==> config.mk <==
export PLATFORM = sky130hd
export DESIGN_NAME = rtc_core_top
export DESIGN_NICKNAME = d
export VERILOG_FILES = /design/src/rtc_pkg.sv /design/src/rtc_bus_if.sv /design/src/rtc_i2c_slave.sv /design/src/rtc_core_top.sv
export VERILOG_INCLUDE_DIRS = /design/src
export SDC_FILE = /design/constraint.sdc
export NUM_CORES = 1
export LEC_CHECK = 0
export BUFFER_PORTS_ARGS = -buffer_cell sky130_fd_sc_hd__clkbuf_2
export CORE_ASPECT_RATIO = 1.25
export CORE_MARGIN = 2
export CORE_UTILIZATION = 34
export CTS_CLUSTER_DIAMETER = 200
export DETAILED_ROUTE_END_ITERATION = 10
export MAX_ROUTING_LAYER = met4
export SLEW_MARGIN = 30
export SYNTH_ARGS = -nofsm -noshare
export SYNTH_HDL_FRONTEND = slang
export SYNTH_HIERARCHICAL = 1
export SYNTH_SLANG_ARGS = --single-unit
==> constraint.sdc <==
create_clock -name clk_i -period 5.64 [get_ports clk_i]
set_input_delay 0.564 -clock clk_i [delete_from_list [all_inputs] [get_ports clk_i]]
set_output_delay 0.564 -clock clk_i [all_outputs]
set_load 0.1 [all_outputs]
==> src/rtc_params.svh <==
// offsets, field positions, reset values and timing counts of the clock block
`ifndef RTC_PARAMS_SVH
`define RTC_PARAMS_SVH
// two-wire device address, upper seven bits of the address byte
`define RTC_DEV_ADDR 7'h51
// register offsets
`define RTC_REG_CTRL 8'h00
`define RTC_REG_OFFS 8'h02
`define RTC_REG_SEC 8'h04
`define RTC_REG_LAST 8'h0A
// field positions
`define RTC_CTRL_CAP_BIT 0
`define RTC_CTRL_12H_BIT 1
`define RTC_SEC_OSF_BIT 7
`define RTC_HOUR_PM_BIT 5
`define RTC_OFFS_MODE_BIT 7
// reset values
`define RTC_CTRL_RST 8'h00
`define RTC_OFFS_RST 8'h00
`define RTC_TIME_RST 8'h00
`define RTC_DAY_RST 8'h01
`define RTC_MON_RST 8'h01
`define RTC_OSF_RST 1'b1
// timing
`define RTC_XTAL_HZ 32768
`define RTC_CORR_M0_HOURS 2
`define RTC_CORR_M1_MINUTES 4
`define RTC_CORR_M0_SEC (`RTC_CORR_M0_HOURS * 3600)
`define RTC_CORR_M1_SEC (`RTC_CORR_M1_MINUTES * 60)
`define RTC_CLK_PERIOD_NS 40
`define RTC_XTAL_PERIOD_NS 30518
`define RTC_XTAL_LOSS_NS (4 * `RTC_XTAL_PERIOD_NS)
`define RTC_XTAL_LOSS_CYC (`RTC_XTAL_LOSS_NS / `RTC_CLK_PERIOD_NS)
`endif

==> src/rtc_pkg.sv <==
// types shared by the clock block modules
package rtc_pkg;
   // two-wire slave states, one-hot
   typedef enum logic [6:0] {
      RTC_IDLE  = 7'h01,
      RTC_ADDR  = 7'h02,
      RTC_ACK_A = 7'h04,
      RTC_WRITE = 7'h08,
      RTC_ACK_W = 7'h10,
      RTC_READ  = 7'h20,
      RTC_RACK  = 7'h40
   } rtc_i2c_st_t;
endpackage : rtc_pkg

==> src/rtc_bus_if.sv <==
// byte-level carrier between the two-wire slave and the register core
`timescale 1ns/10ps
interface rtc_bus_if;
   logic wr_stb; // one-cycle pulse, byte received
   logic wr_first; // received byte is the pointer byte
   logic [7:0] wr_data; // received byte
   logic rd_stb; // one-cycle pulse, rd_data taken for sending
   logic [7:0] rd_data; // register at pointer
   logic busy; // access in progress
   modport slave (output wr_stb, output wr_first, output wr_data, output rd_stb,
      output busy, input rd_data);
   modport regs (input wr_stb, input wr_first, input wr_data, input rd_stb,
      input busy, output rd_data);
endinterface : rtc_bus_if

==> src/rtc_i2c_slave.sv <==
// two-wire slave byte engine of the clock block
`timescale 1ns/10ps
`include "rtc_params.svh"
module rtc_i2c_slave (
   input wire logic clk_i,
   input wire logic sys_rst_i,
   input wire logic scl_i,
   input wire logic sda_i,
   output logic sda_oe_o,
   rtc_bus_if.slave bus
);
   import rtc_pkg::*;
   ////////////////////////////////////////////////////////////////////////
   logic scl_m, scl_s, scl_d; // scl synchroniser and delay
   logic sda_m, sda_s, sda_d; // sda synchroniser and delay
   rtc_i2c_st_t st; // slave state
   logic [3:0] cnt; // bit count within a byte
   logic [7:0] sh; // receive shifter
   logic [7:0] tx; // transmit shifter
   logic rw; // read requested
   logic first; // next byte is the pointer
   logic mack; // master acked last byte
   // edges, only ever from the second stage onward
   wire scl_rise = scl_s & ~scl_d;
   wire scl_fall = ~scl_s & scl_d;
   wire start_c = scl_s & scl_d & sda_d & ~sda_s;
   wire stop_c = scl_s & scl_d & ~sda_d & sda_s;
   wire addr_hit = (sh[7:1] == `RTC_DEV_ADDR);
   wire [7:0] sh_next = {sh[6:0], sda_s};
   // busy covers the access until stop or the master's final nack, so time stays frozen until then
   assign bus.busy = (st != RTC_IDLE);
   ////////////////////////////////////////////////////////////////////////
   // input synchronisers
   always_ff @(posedge clk_i or posedge sys_rst_i) begin
      if (sys_rst_i) begin
         {scl_m, scl_s, scl_d} <= 3'h7;
         {sda_m, sda_s, sda_d} <= 3'h7;
      end else begin
         {scl_m, scl_s, scl_d} <= {scl_i, scl_m, scl_s};
         {sda_m, sda_s, sda_d} <= {sda_i, sda_m, sda_s};
      end
   end
   ////////////////////////////////////////////////////////////////////////
   // byte engine; ack and data change only after scl falls
   always_ff @(posedge clk_i or posedge sys_rst_i) begin
      if (sys_rst_i) begin
         st <= RTC_IDLE;
         cnt <= 4'h0;
         sh <= 8'h00;
         tx <= 8'h00;
         rw <= 1'b0;
         first <= 1'b0;
         mack <= 1'b0;
         sda_oe_o <= 1'b0;
         bus.wr_stb <= 1'b0;
         bus.wr_first <= 1'b0;
         bus.wr_data <= 8'h00;
         bus.rd_stb <= 1'b0;
      end else begin
         bus.wr_stb <= 1'b0;
         bus.rd_stb <= 1'b0;
         if (start_c) begin // start or repeated start
            st <= RTC_ADDR;
            cnt <= 4'h0;
            first <= 1'b1;
            sda_oe_o <= 1'b0;
         end else if (stop_c) begin
            st <= RTC_IDLE;
            sda_oe_o <= 1'b0;
         end else begin
            case (st)
               RTC_ADDR, RTC_WRITE: begin
                  if (scl_rise) begin
                     sh <= sh_next;
                     cnt <= cnt + 4'h1;
                  end else if (scl_fall && cnt == 4'h8) begin
                     if (st == RTC_WRITE) begin
                        bus.wr_stb <= 1'b1;
                        bus.wr_data <= sh;
                        bus.wr_first <= first;
                        sda_oe_o <= 1'b1;
                        st <= RTC_ACK_W;
                     end else if (addr_hit) begin
                        rw <= sh[0];
                        sda_oe_o <= 1'b1;
                        st <= RTC_ACK_A;
                     end else begin
                        st <= RTC_IDLE; // not our address
                     end
                  end
               end
               RTC_ACK_A, RTC_RACK: begin
                  if (scl_rise) begin
                     mack <= ~sda_s;
                  end else if (scl_fall) begin
                     if ((st == RTC_ACK_A && rw) || (st == RTC_RACK && mack)) begin
                        tx <= bus.rd_data;
                        sda_oe_o <= ~bus.rd_data[7];
                        bus.rd_stb <= 1'b1;
                        cnt <= 4'h1;
                        st <= RTC_READ;
                     end else if (st == RTC_ACK_A) begin
                        sda_oe_o <= 1'b0;
                        cnt <= 4'h0;
                        st <= RTC_WRITE;
                     end else begin
                        st <= RTC_IDLE; // master nack ends the burst
                     end
                  end
               end
               RTC_ACK_W: begin
                  if (scl_fall) begin
                     sda_oe_o <= 1'b0;
                     first <= 1'b0;
                     cnt <= 4'h0;
                     st <= RTC_WRITE;
                  end
               end
               RTC_READ: begin
                  if (scl_fall) begin
                     if (cnt == 4'h8) begin
                        sda_oe_o <= 1'b0;
                        st <= RTC_RACK;
                     end else begin
                        tx <= {tx[6:0], 1'b0};
                        sda_oe_o <= ~tx[6];
                        cnt <= cnt + 4'h1;
                     end
                  end
               end
               default: st <= RTC_IDLE;
            endcase
         end
      end
   end
endmodule : rtc_i2c_slave

==> src/rtc_core_top.sv <==
// real-time clock core: register file, calendar, rate correction
`timescale 1ns/10ps
`include "rtc_params.svh"
module rtc_core_top #(
   parameter int unsigned XTAL_HZ = `RTC_XTAL_HZ,
   parameter int unsigned CORR_M0_SEC = `RTC_CORR_M0_SEC,
   parameter int unsigned CORR_M1_SEC = `RTC_CORR_M1_SEC
) (
   input wire logic clk_i,
   input wire logic sys_rst_i,
   input wire logic scl_i,
   input wire logic sda_i,
   output logic sda_o,
   output logic sda_oe_o,
   input wire logic xtal_i,
   output logic clock_output_pin_o,
   output logic cap_12p5_o
);
   import rtc_pkg::*;
   ////////////////////////////////////////////////////////////////////////
   localparam logic [11:0] LOSS_CYC = 12'(`RTC_XTAL_LOSS_CYC);
   rtc_bus_if bus (); // byte carrier to the slave
   logic [7:0] ctrl; // control word
   logic [7:0] offs; // offset correction
   logic [7:0] tm [0:6]; // sec..year, bcd
   logic osc_stop_flag; // oscillator integrity
   logic [7:0] ptr; // register pointer
   logic xt_m, xt_s, xt_d; // crystal synchroniser
   logic [16:0] xt_cnt; // crystal edges in current second
   logic [12:0] corr_cnt; // seconds since last correction
   logic [11:0] loss_cnt; // clocks since last crystal edge
   logic pend; // seconds increment waiting for bus idle
   ////////////////////////////////////////////////////////////////////////
   // bcd increment of a two-digit value
   function automatic logic [7:0] bcd_inc(input logic [7:0] v);
      if (v[3:0] == 4'h9) begin
         bcd_inc = {v[7:4] + 4'h1, 4'h0};
      end else begin
         bcd_inc = {v[7:4], v[3:0] + 4'h1};
      end
   endfunction : bcd_inc
   // pointer addresses one of the time registers
   function automatic logic is_time(input logic [7:0] p);
      is_time = (p >= `RTC_REG_SEC) && (p <= `RTC_REG_LAST);
   endfunction : is_time
   ////////////////////////////////////////////////////////////////////////
   // calendar decode
   wire [2:0] tix = 3'(ptr - `RTC_REG_SEC); // time register index
   wire h12 = ctrl[`RTC_CTRL_12H_BIT];
   wire pm = tm[2][`RTC_HOUR_PM_BIT];
   wire [4:0] hv = tm[2][4:0];
   wire [7:0] hv_inc = bcd_inc({3'h0, hv});
   wire [3:0] yt = tm[6][7:4];
   wire [3:0] yu = tm[6][3:0];
   // year divisible by four, worked on bcd digits
   wire leap = (~yt[0] & (yu == 4'h0 || yu == 4'h4 || yu == 4'h8)) |
      (yt[0] & (yu == 4'h2 || yu == 4'h6));
   wire [7:0] mlen = (tm[5] == 8'h02) ? (leap ? 8'h29 : 8'h28) :
      (tm[5] == 8'h04 || tm[5] == 8'h06 || tm[5] == 8'h09 || tm[5] == 8'h11) ?
      8'h30 : 8'h31;
   wire c_sec = (tm[0][6:0] == 7'h59);
   wire c_min = c_sec & (tm[1] == 8'h59);
   // 11 pm to 12 am rolls the day in 12-hour mode
   wire hr_end = h12 ? (hv == 5'h11 && pm) : (tm[2] == 8'h23);
   wire c_hr = c_min & hr_end;
   wire c_day = c_hr & (tm[3] == mlen);
   wire c_mon = c_day & (tm[5] == 8'h12);
   wire [7:0] nx_sec = c_sec ? 8'h00 : bcd_inc({1'b0, tm[0][6:0]});
   wire [7:0] nx_min = (tm[1] == 8'h59) ? 8'h00 : bcd_inc(tm[1]);
   wire [7:0] nx_h12 = (hv == 5'h12) ? {2'h0, pm, 5'h01} :
      (hv == 5'h11) ? {2'h0, ~pm, 5'h12} : {2'h0, pm, hv_inc[4:0]};
   wire [7:0] nx_h24 = (tm[2] == 8'h23) ? 8'h00 : bcd_inc(tm[2]);
   wire [7:0] nx_day = (tm[3] == mlen) ? 8'h01 : bcd_inc(tm[3]);
   wire [7:0] nx_wd = (tm[4] == 8'h06) ? 8'h00 : 8'(tm[4] + 8'h01);
   wire [7:0] nx_mon = (tm[5] == 8'h12) ? 8'h01 : bcd_inc(tm[5]);
   wire [7:0] nx_yr = (tm[6] == 8'h99) ? 8'h00 : bcd_inc(tm[6]);
   ////////////////////////////////////////////////////////////////////////
   // register access decode
   wire wr_reg = bus.wr_stb & ~bus.wr_first;
   wire wr_ctrl = wr_reg & (ptr == `RTC_REG_CTRL);
   wire wr_offs = wr_reg & (ptr == `RTC_REG_OFFS);
   wire wr_time = wr_reg & is_time(ptr);
   wire wr_sec = wr_reg & (ptr == `RTC_REG_SEC);
   wire [7:0] ptr_inc = (ptr == `RTC_REG_LAST) ? 8'h00 : 8'(ptr + 8'h01);
   // read mux, unmapped offsets read as zero
   assign bus.rd_data = (ptr == `RTC_REG_CTRL) ? ctrl :
      (ptr == `RTC_REG_OFFS) ? offs :
      (ptr == `RTC_REG_SEC) ? {osc_stop_flag, tm[0][6:0]} :
      is_time(ptr) ? tm[tix] : 8'h00;
   // the pull-up makes the high level, so only low is ever driven
   assign sda_o = 1'b0;
   ////////////////////////////////////////////////////////////////////////
   // timebase decode
   wire xt_rise = xt_s & ~xt_d;
   wire mode1 = offs[`RTC_OFFS_MODE_BIT];
   wire [12:0] corr_per = mode1 ? 13'(CORR_M1_SEC) : 13'(CORR_M0_SEC);
   // at or past the period end, so a switch to the shorter period cannot strand the count
   wire corr_now = (corr_cnt >= corr_per - 13'h1);
   // positive offset shortens the corrected second, negative lengthens it
   wire [16:0] sec_len = corr_now ? 17'(XTAL_HZ) - {{10{offs[6]}}, offs[6:0]} :
      17'(XTAL_HZ);
   wire sec_tick = xt_rise & (xt_cnt == sec_len - 17'h1);
   wire xtal_lost = (loss_cnt == LOSS_CYC - 12'h1);
   wire apply = pend & ~bus.busy;
   ////////////////////////////////////////////////////////////////////////
   rtc_i2c_slave u_slave (
      .clk_i(clk_i),
      .sys_rst_i(sys_rst_i),
      .scl_i(scl_i),
      .sda_i(sda_i),
      .sda_oe_o(sda_oe_o),
      .bus(bus)
   );
   ////////////////////////////////////////////////////////////////////////
   // crystal synchroniser and clock output
   always_ff @(posedge clk_i or posedge sys_rst_i) begin
      if (sys_rst_i) begin
         {xt_m, xt_s, xt_d} <= 3'h0;
         clock_output_pin_o <= 1'b0;
         cap_12p5_o <= 1'b0;
      end else begin
         {xt_m, xt_s, xt_d} <= {xtal_i, xt_m, xt_s};
         clock_output_pin_o <= xt_s;
         cap_12p5_o <= ctrl[`RTC_CTRL_CAP_BIT];
      end
   end
   ////////////////////////////////////////////////////////////////////////
   // prescaler, correction period and crystal watchdog
   always_ff @(posedge clk_i or posedge sys_rst_i) begin
      if (sys_rst_i) begin
         xt_cnt <= 17'h0_0000;
         corr_cnt <= 13'h0000;
         loss_cnt <= 12'h000;
         pend <= 1'b0;
      end else begin
         // a setting of the seconds restarts the running second
         if (wr_sec || sec_tick) begin
            xt_cnt <= 17'h0_0000;
         end else if (xt_rise) begin
            xt_cnt <= xt_cnt + 17'h0_0001;
         end
         if (sec_tick) begin
            corr_cnt <= corr_now ? 13'h0000 : corr_cnt + 13'h0001;
         end
         if (xt_rise) begin
            loss_cnt <= 12'h000;
         end else if (!xtal_lost) begin
            loss_cnt <= loss_cnt + 12'h001;
         end
         // new tick wins over the one being applied
         // a host write of the seconds also drops a tick still waiting
         pend <= (sec_tick | (pend & bus.busy)) & ~wr_sec;
      end
   end
   ////////////////////////////////////////////////////////////////////////
   // pointer and control registers
   always_ff @(posedge clk_i or posedge sys_rst_i) begin
      if (sys_rst_i) begin
         ptr <= 8'h00;
         ctrl <= `RTC_CTRL_RST;
         offs <= `RTC_OFFS_RST;
         osc_stop_flag <= `RTC_OSF_RST;
      end else begin
         if (bus.wr_stb && bus.wr_first) begin
            ptr <= bus.wr_data;
         end else if (wr_reg || bus.rd_stb) begin
            ptr <= ptr_inc;
         end
         if (wr_ctrl) begin
            ctrl <= bus.wr_data;
         end
         if (wr_offs) begin
            offs <= bus.wr_data;
         end
         // a stopped crystal wins over a host clear
         if (xtal_lost) begin
            osc_stop_flag <= 1'b1;
         end else if (wr_sec) begin
            osc_stop_flag <= bus.wr_data[`RTC_SEC_OSF_BIT];
         end
      end
   end
   ////////////////////////////////////////////////////////////////////////
   // time registers: host writes while busy, increments only when idle
   always_ff @(posedge clk_i or posedge sys_rst_i) begin
      if (sys_rst_i) begin
         for (int i = 0; i < 7; i++) begin
            tm[i] <= `RTC_TIME_RST;
         end
         tm[3] <= `RTC_DAY_RST;
         tm[5] <= `RTC_MON_RST;
      end else if (wr_time) begin
         tm[tix] <= bus.wr_data;
      end else if (apply) begin
         tm[0] <= nx_sec;
         if (c_sec) begin
            tm[1] <= nx_min;
         end
         if (c_min) begin
            tm[2] <= h12 ? nx_h12 : nx_h24;
         end
         if (c_hr) begin
            tm[3] <= nx_day;
            tm[4] <= nx_wd;
         end
         if (c_day) begin
            tm[5] <= nx_mon;
         end
         if (c_mon) begin
            tm[6] <= nx_yr;
         end
      end
   end
endmodule : rtc_core_top

# ---- After elaboration in Yosys (flattened, before gate mapping)
# Cells that the tools add are included.
dict set report totals {
  reg_bits 175
  output_inout_bits 4
}
dict set report op_classes {
  n_bitwise 42
  n_eq_ne 64
  mux 110
  n_reduce_logical 62
  n_lt_le_gt_ge 5
  add_sub_neg 23
}
# operator count
set ops {}
lappend ops {{$mux 8} 28}
lappend ops {{$mux 56} 2}
lappend ops {{$mux 7} 16}
lappend ops {{$bwmux 56} 1}
lappend ops {{$mux 17} 3}
lappend ops {{$add 4x1->4 const B} 12}
lappend ops {{$mux 4} 11}
lappend ops {{$mux 1} 33}
lappend ops {{$eq 4x4->1 const B} 8}
lappend ops {{$eq 8x3->1 const B} 4}
lappend ops {{$pmux 7 s4} 1}
lappend ops {{$mux 13} 2}
lappend ops {{$bmux 8 s3} 1}
lappend ops {{$demux 8 s3} 1}
lappend ops {{$mux 12} 2}
lappend ops {{$ne 4x1->1 const B} 6}
lappend ops {{$reduce_bool 2->1} 12}
lappend ops {{$and 1x1->1} 23}
lappend ops {{$eq 7x7->1 const B} 3}
lappend ops {{$reduce_and 3->1} 6}
lappend ops {{$reduce_and 9->1} 2}
lappend ops {{$add 17x1->17 const B} 1}
lappend ops {{$eq 17x17->1} 1}
lappend ops {{$sub 16x17->17 const A} 1}
lappend ops {{other kinds (62)} 126}

# ---- Longest topological paths before layout
dict set report logic_depth {
  word_depth 16
  ltp_mapped 22
}

# ---- By module
# The synthesis kept the hierarchy.
# module instances seq_area_each_um2 area_per_inst_um2 cells_per_inst
set by_module_without_submodules {}
lappend by_module_without_submodules {rtc_core_top 1 3206.8 9286.4 1118}
lappend by_module_without_submodules {rtc_i2c_slave 1 1184.9 2388.5 237}

# ---- Worst setup path before layout
# OpenSTA, ideal clock, no wires.
dict set report synth_timing {
  kind {reg2reg}
  start {reg offs[7]}
  end {reg corr_cnt[3]}
  setup_slack_ns 1.071
  path_stages_with_launch 21
  t_arrival_ns 4.465
  synth_period_minus_slack_ns 4.569
  setup_ns 0.104
  cell_sequence {dfrtp_1 -> inv_1 -> ha_1 -> nand4_1 -> nor4_1 -> a221oi_1 -> nand2_1 -> clkbuf_1 -> buf_1 -> nand2_1 -> ha_1 -> buf_2 -> inv_1 -> or4b_2 -> a31oi_1 -> xnor2_1 -> o211ai_1 -> or2_1 -> buf_6 -> buf_6 -> o41ai_2}
}
dict set report synth_via {
  elab_chain_cells 7
  elab_cells_between_ends 8
}
# element line_no
set synth_rtl {}
lappend synth_rtl {{start, declared} rtc_core_top.sv:24} ;# logic [7:0] offs;
lappend synth_rtl {{start signal, assigned} rtc_core_top.sv:161} ;# offs <= `RTC_OFFS_RST;
lappend synth_rtl {{start signal, assigned} rtc_core_top.sv:173} ;# offs <= bus.wr_data;
lappend synth_rtl {{$mux 13 (*)} rtc_core_top.sv:96} ;# wire [12:0] corr_per = mode1 ? 13'(CORR_M1_SEC) : 13'(CORR_M0_SEC);
lappend synth_rtl {{$sub 13x1->13 (*)} rtc_core_top.sv:98} ;# wire corr_now = (corr_cnt >= corr_per - 13'h1);
lappend synth_rtl {{$ge 13x13->1 (*)} rtc_core_top.sv:98}
lappend synth_rtl {{$mux 17} rtc_core_top.sv:100} ;# wire [16:0] sec_len = corr_now ? 17'(XTAL_HZ) - {{10{offs[6]}}, offs[6:0]} :
lappend synth_rtl {{$sub 17x1->17} rtc_core_top.sv:102} ;# wire sec_tick = xt_rise & (xt_cnt == sec_len - 17'h1);
lappend synth_rtl {{$eq 17x17->1} rtc_core_top.sv:102}
lappend synth_rtl {{$and 1x1->1} rtc_core_top.sv:102}
lappend synth_rtl {{end signal, assigned} rtc_core_top.sv:143} ;# corr_cnt <= corr_now ? 13'h0000 : corr_cnt + 13'h0001;
lappend synth_rtl {{end, declared} rtc_core_top.sv:30} ;# logic [12:0] corr_cnt;
# Every way passes the cells marked *; elsewhere a longest branch is shown, timed or not.
# A chain may end at the register's enable or synchronous reset.

# ---- Worst setup path after layout
dict set report layout_timing {
  start {reg offs[7]}
  end {reg corr_cnt[5]}
}
# The elaborated chain is that of the path after synthesis.

==> results.txt <==
----------------------------------------------------
[Status]
  Outcome ... completed

[Placement]
  Final weighted congestion in routability-driven placement ... 0.905
  Quantity of I/O buffers inserted on ports ... 7
  Post-Place Setup Slack ... ~0.79 ns
  Final HPWL from detailed placement ... around 21,000 um

[Synth]
  Fraction of synthesized cell area taken by the top area cell type ... a little over a third
  Leading cell types by count after synthesis ... dfrtp_1, nand2_1, nor2_1
  Top cells by area, synth ... dfrtp_1, nand2_1, o21ai_0, ha_1, nor2_1
  Synth async-reset ratio ... between 90% and 100%
  Predominant post-synthesis flop cell ... dfrtp_1
  Cell accounting for the most synthesized area ... dfrtp_1
  Dominant cell by count in the synthesized netlist ... dfrtp_1
  Flops & latches, synth ... about 180
  Synthesized netlist net count ... 1,400
  Count of unique library cells instantiated by Yosys ... just over 90
  Count of mapped cells out of synthesis ... roughly 1.4k
  EDFF count, synth ... 0
  Mean instance size in the synthesized netlist ... approximately 8.6 um2
  Syn Std Cell Area ... 0.0117 mm2
  Portion of the post-synthesis area used by sequential elements ... 37.6%
  Yosys warning count ... 6

[Timing]
  Final worst path period need ... around 4.7 ns
  Worst Clk Skew ... 0.0131 ns
  Maximum frequency from static timing analysis ... 213 MHz
  Unrepaired setup endpoints after global routing ... no
  Total negative setup slack ... 0 ns
  Max-slew headroom ... 38.8%
  Worst Tran Pin Value ... between 0.9 and 1 ns
  Number of pins with negative max-slew slack in the final report ... 0
  Setup-failing EPs final ... 0
  Share of the clock period used by the worst path after layout ... between 80% and 90%
  Endpoints failing hold ... 0
  Worst path setup slack after routing ... between 0.9 and 1 ns

[Setup path]
  Required @ worst endpoint ... about 6 ns
  Arrival time of the worst setup path ... between 5 and 6 ns
  Nature of the critical path startpoint ... flip-flop
  Biggest fanout along the worst timing path ... 14
  R2R depth ... 16
  Type of the worst setup path ... reg -> reg
  Type of element capturing the critical path ... flip-flop

[Drt]
  Routed wire length ... 30,600 um
  DRC marker count from the first detailed-route iteration ... between 800 and 900
  Remaining number of nets flagged by the antenna check after routing ... 0
  Routed via count divided by cell count ... between 5 and 6
  Router iterations before antenna repair ... 5
  Post-detailed-route DRC marker count ... 0
  Per-cell routed wire length ... roughly 17 um
  Number of vias in the routed layout ... about 10k

[Power]
  VDD IR max ... ~0.00021 V
  Static Leakage ... about 0.0053 uW
  Power per Cell Area ... approximately 210 mW/mm2
  Post-route total power ... approximately 2600 uW

[Clocking]
  H-tree lvl count ... 4
  Number of buffers created by CTS ... 17
  Hold_buf cts ... 0
  CTS tree ... built
  Buffers from clock root to sink, at most ... 2
  Resized cells post-CTS ... 0
  Clock insertion delay at the later pin of the skew report ... about 0.47 ns
  Cell chosen for the clock root ... clkbuf_16
  TritonCTS Sinks ... 175
  Setup bufs post-CTS ... 0
  Clock Pin Slew Worst Setup and Hold Paths ... ~0.070 ns

[Floorplanning]
  Initial standard-cell utilization of the core ... 34.7%
  Area of the core ... around 0.034 mm2
  Number of rows created at floorplan ... 75
  Chip width ... 170 um
  Vertical extent of the die ... around 210 um
  I/O pin cnt ... 9
  DIE AREA ... roughly 0.036 mm2

[Global route]
  Total gr overflow ... 0
  Pin count of the biggest net entering global routing ... 84
  Via count of the first global-routing pass ... between 9k and 10k
  Total global routing track utilization ... 18.1%
  Global-route wire length before repair ... 50,200 um
  Antenna violations before repair ... 0

[Final layout]
  Number of nets in the layout ... around 1.4k
  Area delta synth->final ... 7.51%
  Number of diodes added for antenna fixing ... 0
  Fraction of final layout cells sized beyond drive strength 1 ... 10.2%

[Min path]
  Hold path depth ... 1
  Type of the tightest min-delay check ... in -> reg

[Run]
  Max-capacitance violation count ... 0

----------------------------------------------------
## cell type report
| cell class | instances | area [um2] |
|---|---|---|
| clock buffers | 20 | 437 |
| clock inverters | 12 | 101 |
| fillers | 3386 | 21100 |
| inverters | 51 | 199 |
| multi-input cells | 1052 | 6780 |
| flip-flops and latches | 175 | 4390 |
| well taps | 423 | 529 |
| repair buffers | 18 | 115 |
## cell usage in the layout, fill, tap and decap left out, drive strengths merged, types with 20 or more instances in the layout
master  instances
xor2           20
nand3          63
nand2         159
xnor2          24
and3           27
clkbuf         27
inv            53
nor3           35
dfrtp         165
ha             40
o21ai         110
mux2           36
nor2b          23
nor2          123
a21oi          63
## worst max-delay path, cell delays in order, from the launching register on
cell and delay (ns):
dfrtp_1 0.46, inv_1 0.14, ha_1 0.31, a21oi_1 0.06, o21ai_0 0.14, o2111ai_1 0.30
nand2_1 0.24, nand2_1 0.08, ha_1 0.34, xnor2_1 0.31, xnor2_1 0.18, a31oi_1 0.11
o22ai_1 0.17, o2111ai_1 0.13, or4_1 0.70, or2_1 0.54, o41ai_1 0.38
## flip-flops by register name, summed over array words and instances, names as in the netlist, 4 cells and up
register             cells
corr_cnt                13
ctrl                     8
hv                       5
loss_cnt                12
offs                     8
ptr                      8
tm                      50
u_slave/bus.wr_data      8
u_slave/cnt              4
u_slave/sh               8
u_slave/st               7
u_slave/tx               7
xt_cnt                  17
## report_power, final
part	internal [uW]	total (uW)	switching, uW
logic	61.4	149	87.8
clock network	574	1140	565
registers	1290	1340	48.2
## metrics by stage
step	hold slack, ns	cell area, um2	cells	util (%)
2_1_floorplan	0.331	11700	1355	-
3_3_place_gp	0.340	12000	1718	35.6
3_5_place_dp	0.347	12000	1718	35.6
4_1_cts	0.154	12500	1750	37.2
5_1_grt	0.156	12600	1751	37.3
6_report	0.167	12600	1751	37.3
## logic make-up after synthesis
kind of cell	after synthesis	synth area share, %
other	1	0.0321
AND/OR/NAND/NOR	554	23.9
flip-flops	175	37.6
XOR/XNOR	45	3.49
AO/OA/AOI/OAI	364	21.5
adder cells (fa/ha/maj)	40	4.29
multiplexers	48	4.67
buffers and inverters	128	4.55
## worst paths after layout
path / startpoint / end / slack, ns
hold / removal: sda_i / u_slave/sda_m / 0.17
hold reg to reg: u_slave/sda_m / u_slave/sda_s / 0.36
setup / recovery: offs[7] / corr_cnt[5] / 0.95
min in group asynchronous: sys_rst_i / u_slave/cnt[1] / 0.21
setup reg to reg: offs[7] / corr_cnt[5] / 0.95
max in group asynchronous: sys_rst_i / tm[12] / 4.20
## per-layer routing
layer | vias to the layer above | global-route usage (%) | part of all wire (%)
met1 | 4881 | 22.2 | 44
met4 | 0 | 8.84 | 3.6
met2 | 257 | 29.5 | 48
li1 | 4890 | - | -
met5 | - | - | 0
met3 | 58 | 2.23 | 3.7
(Power assumes the default switching activity.)
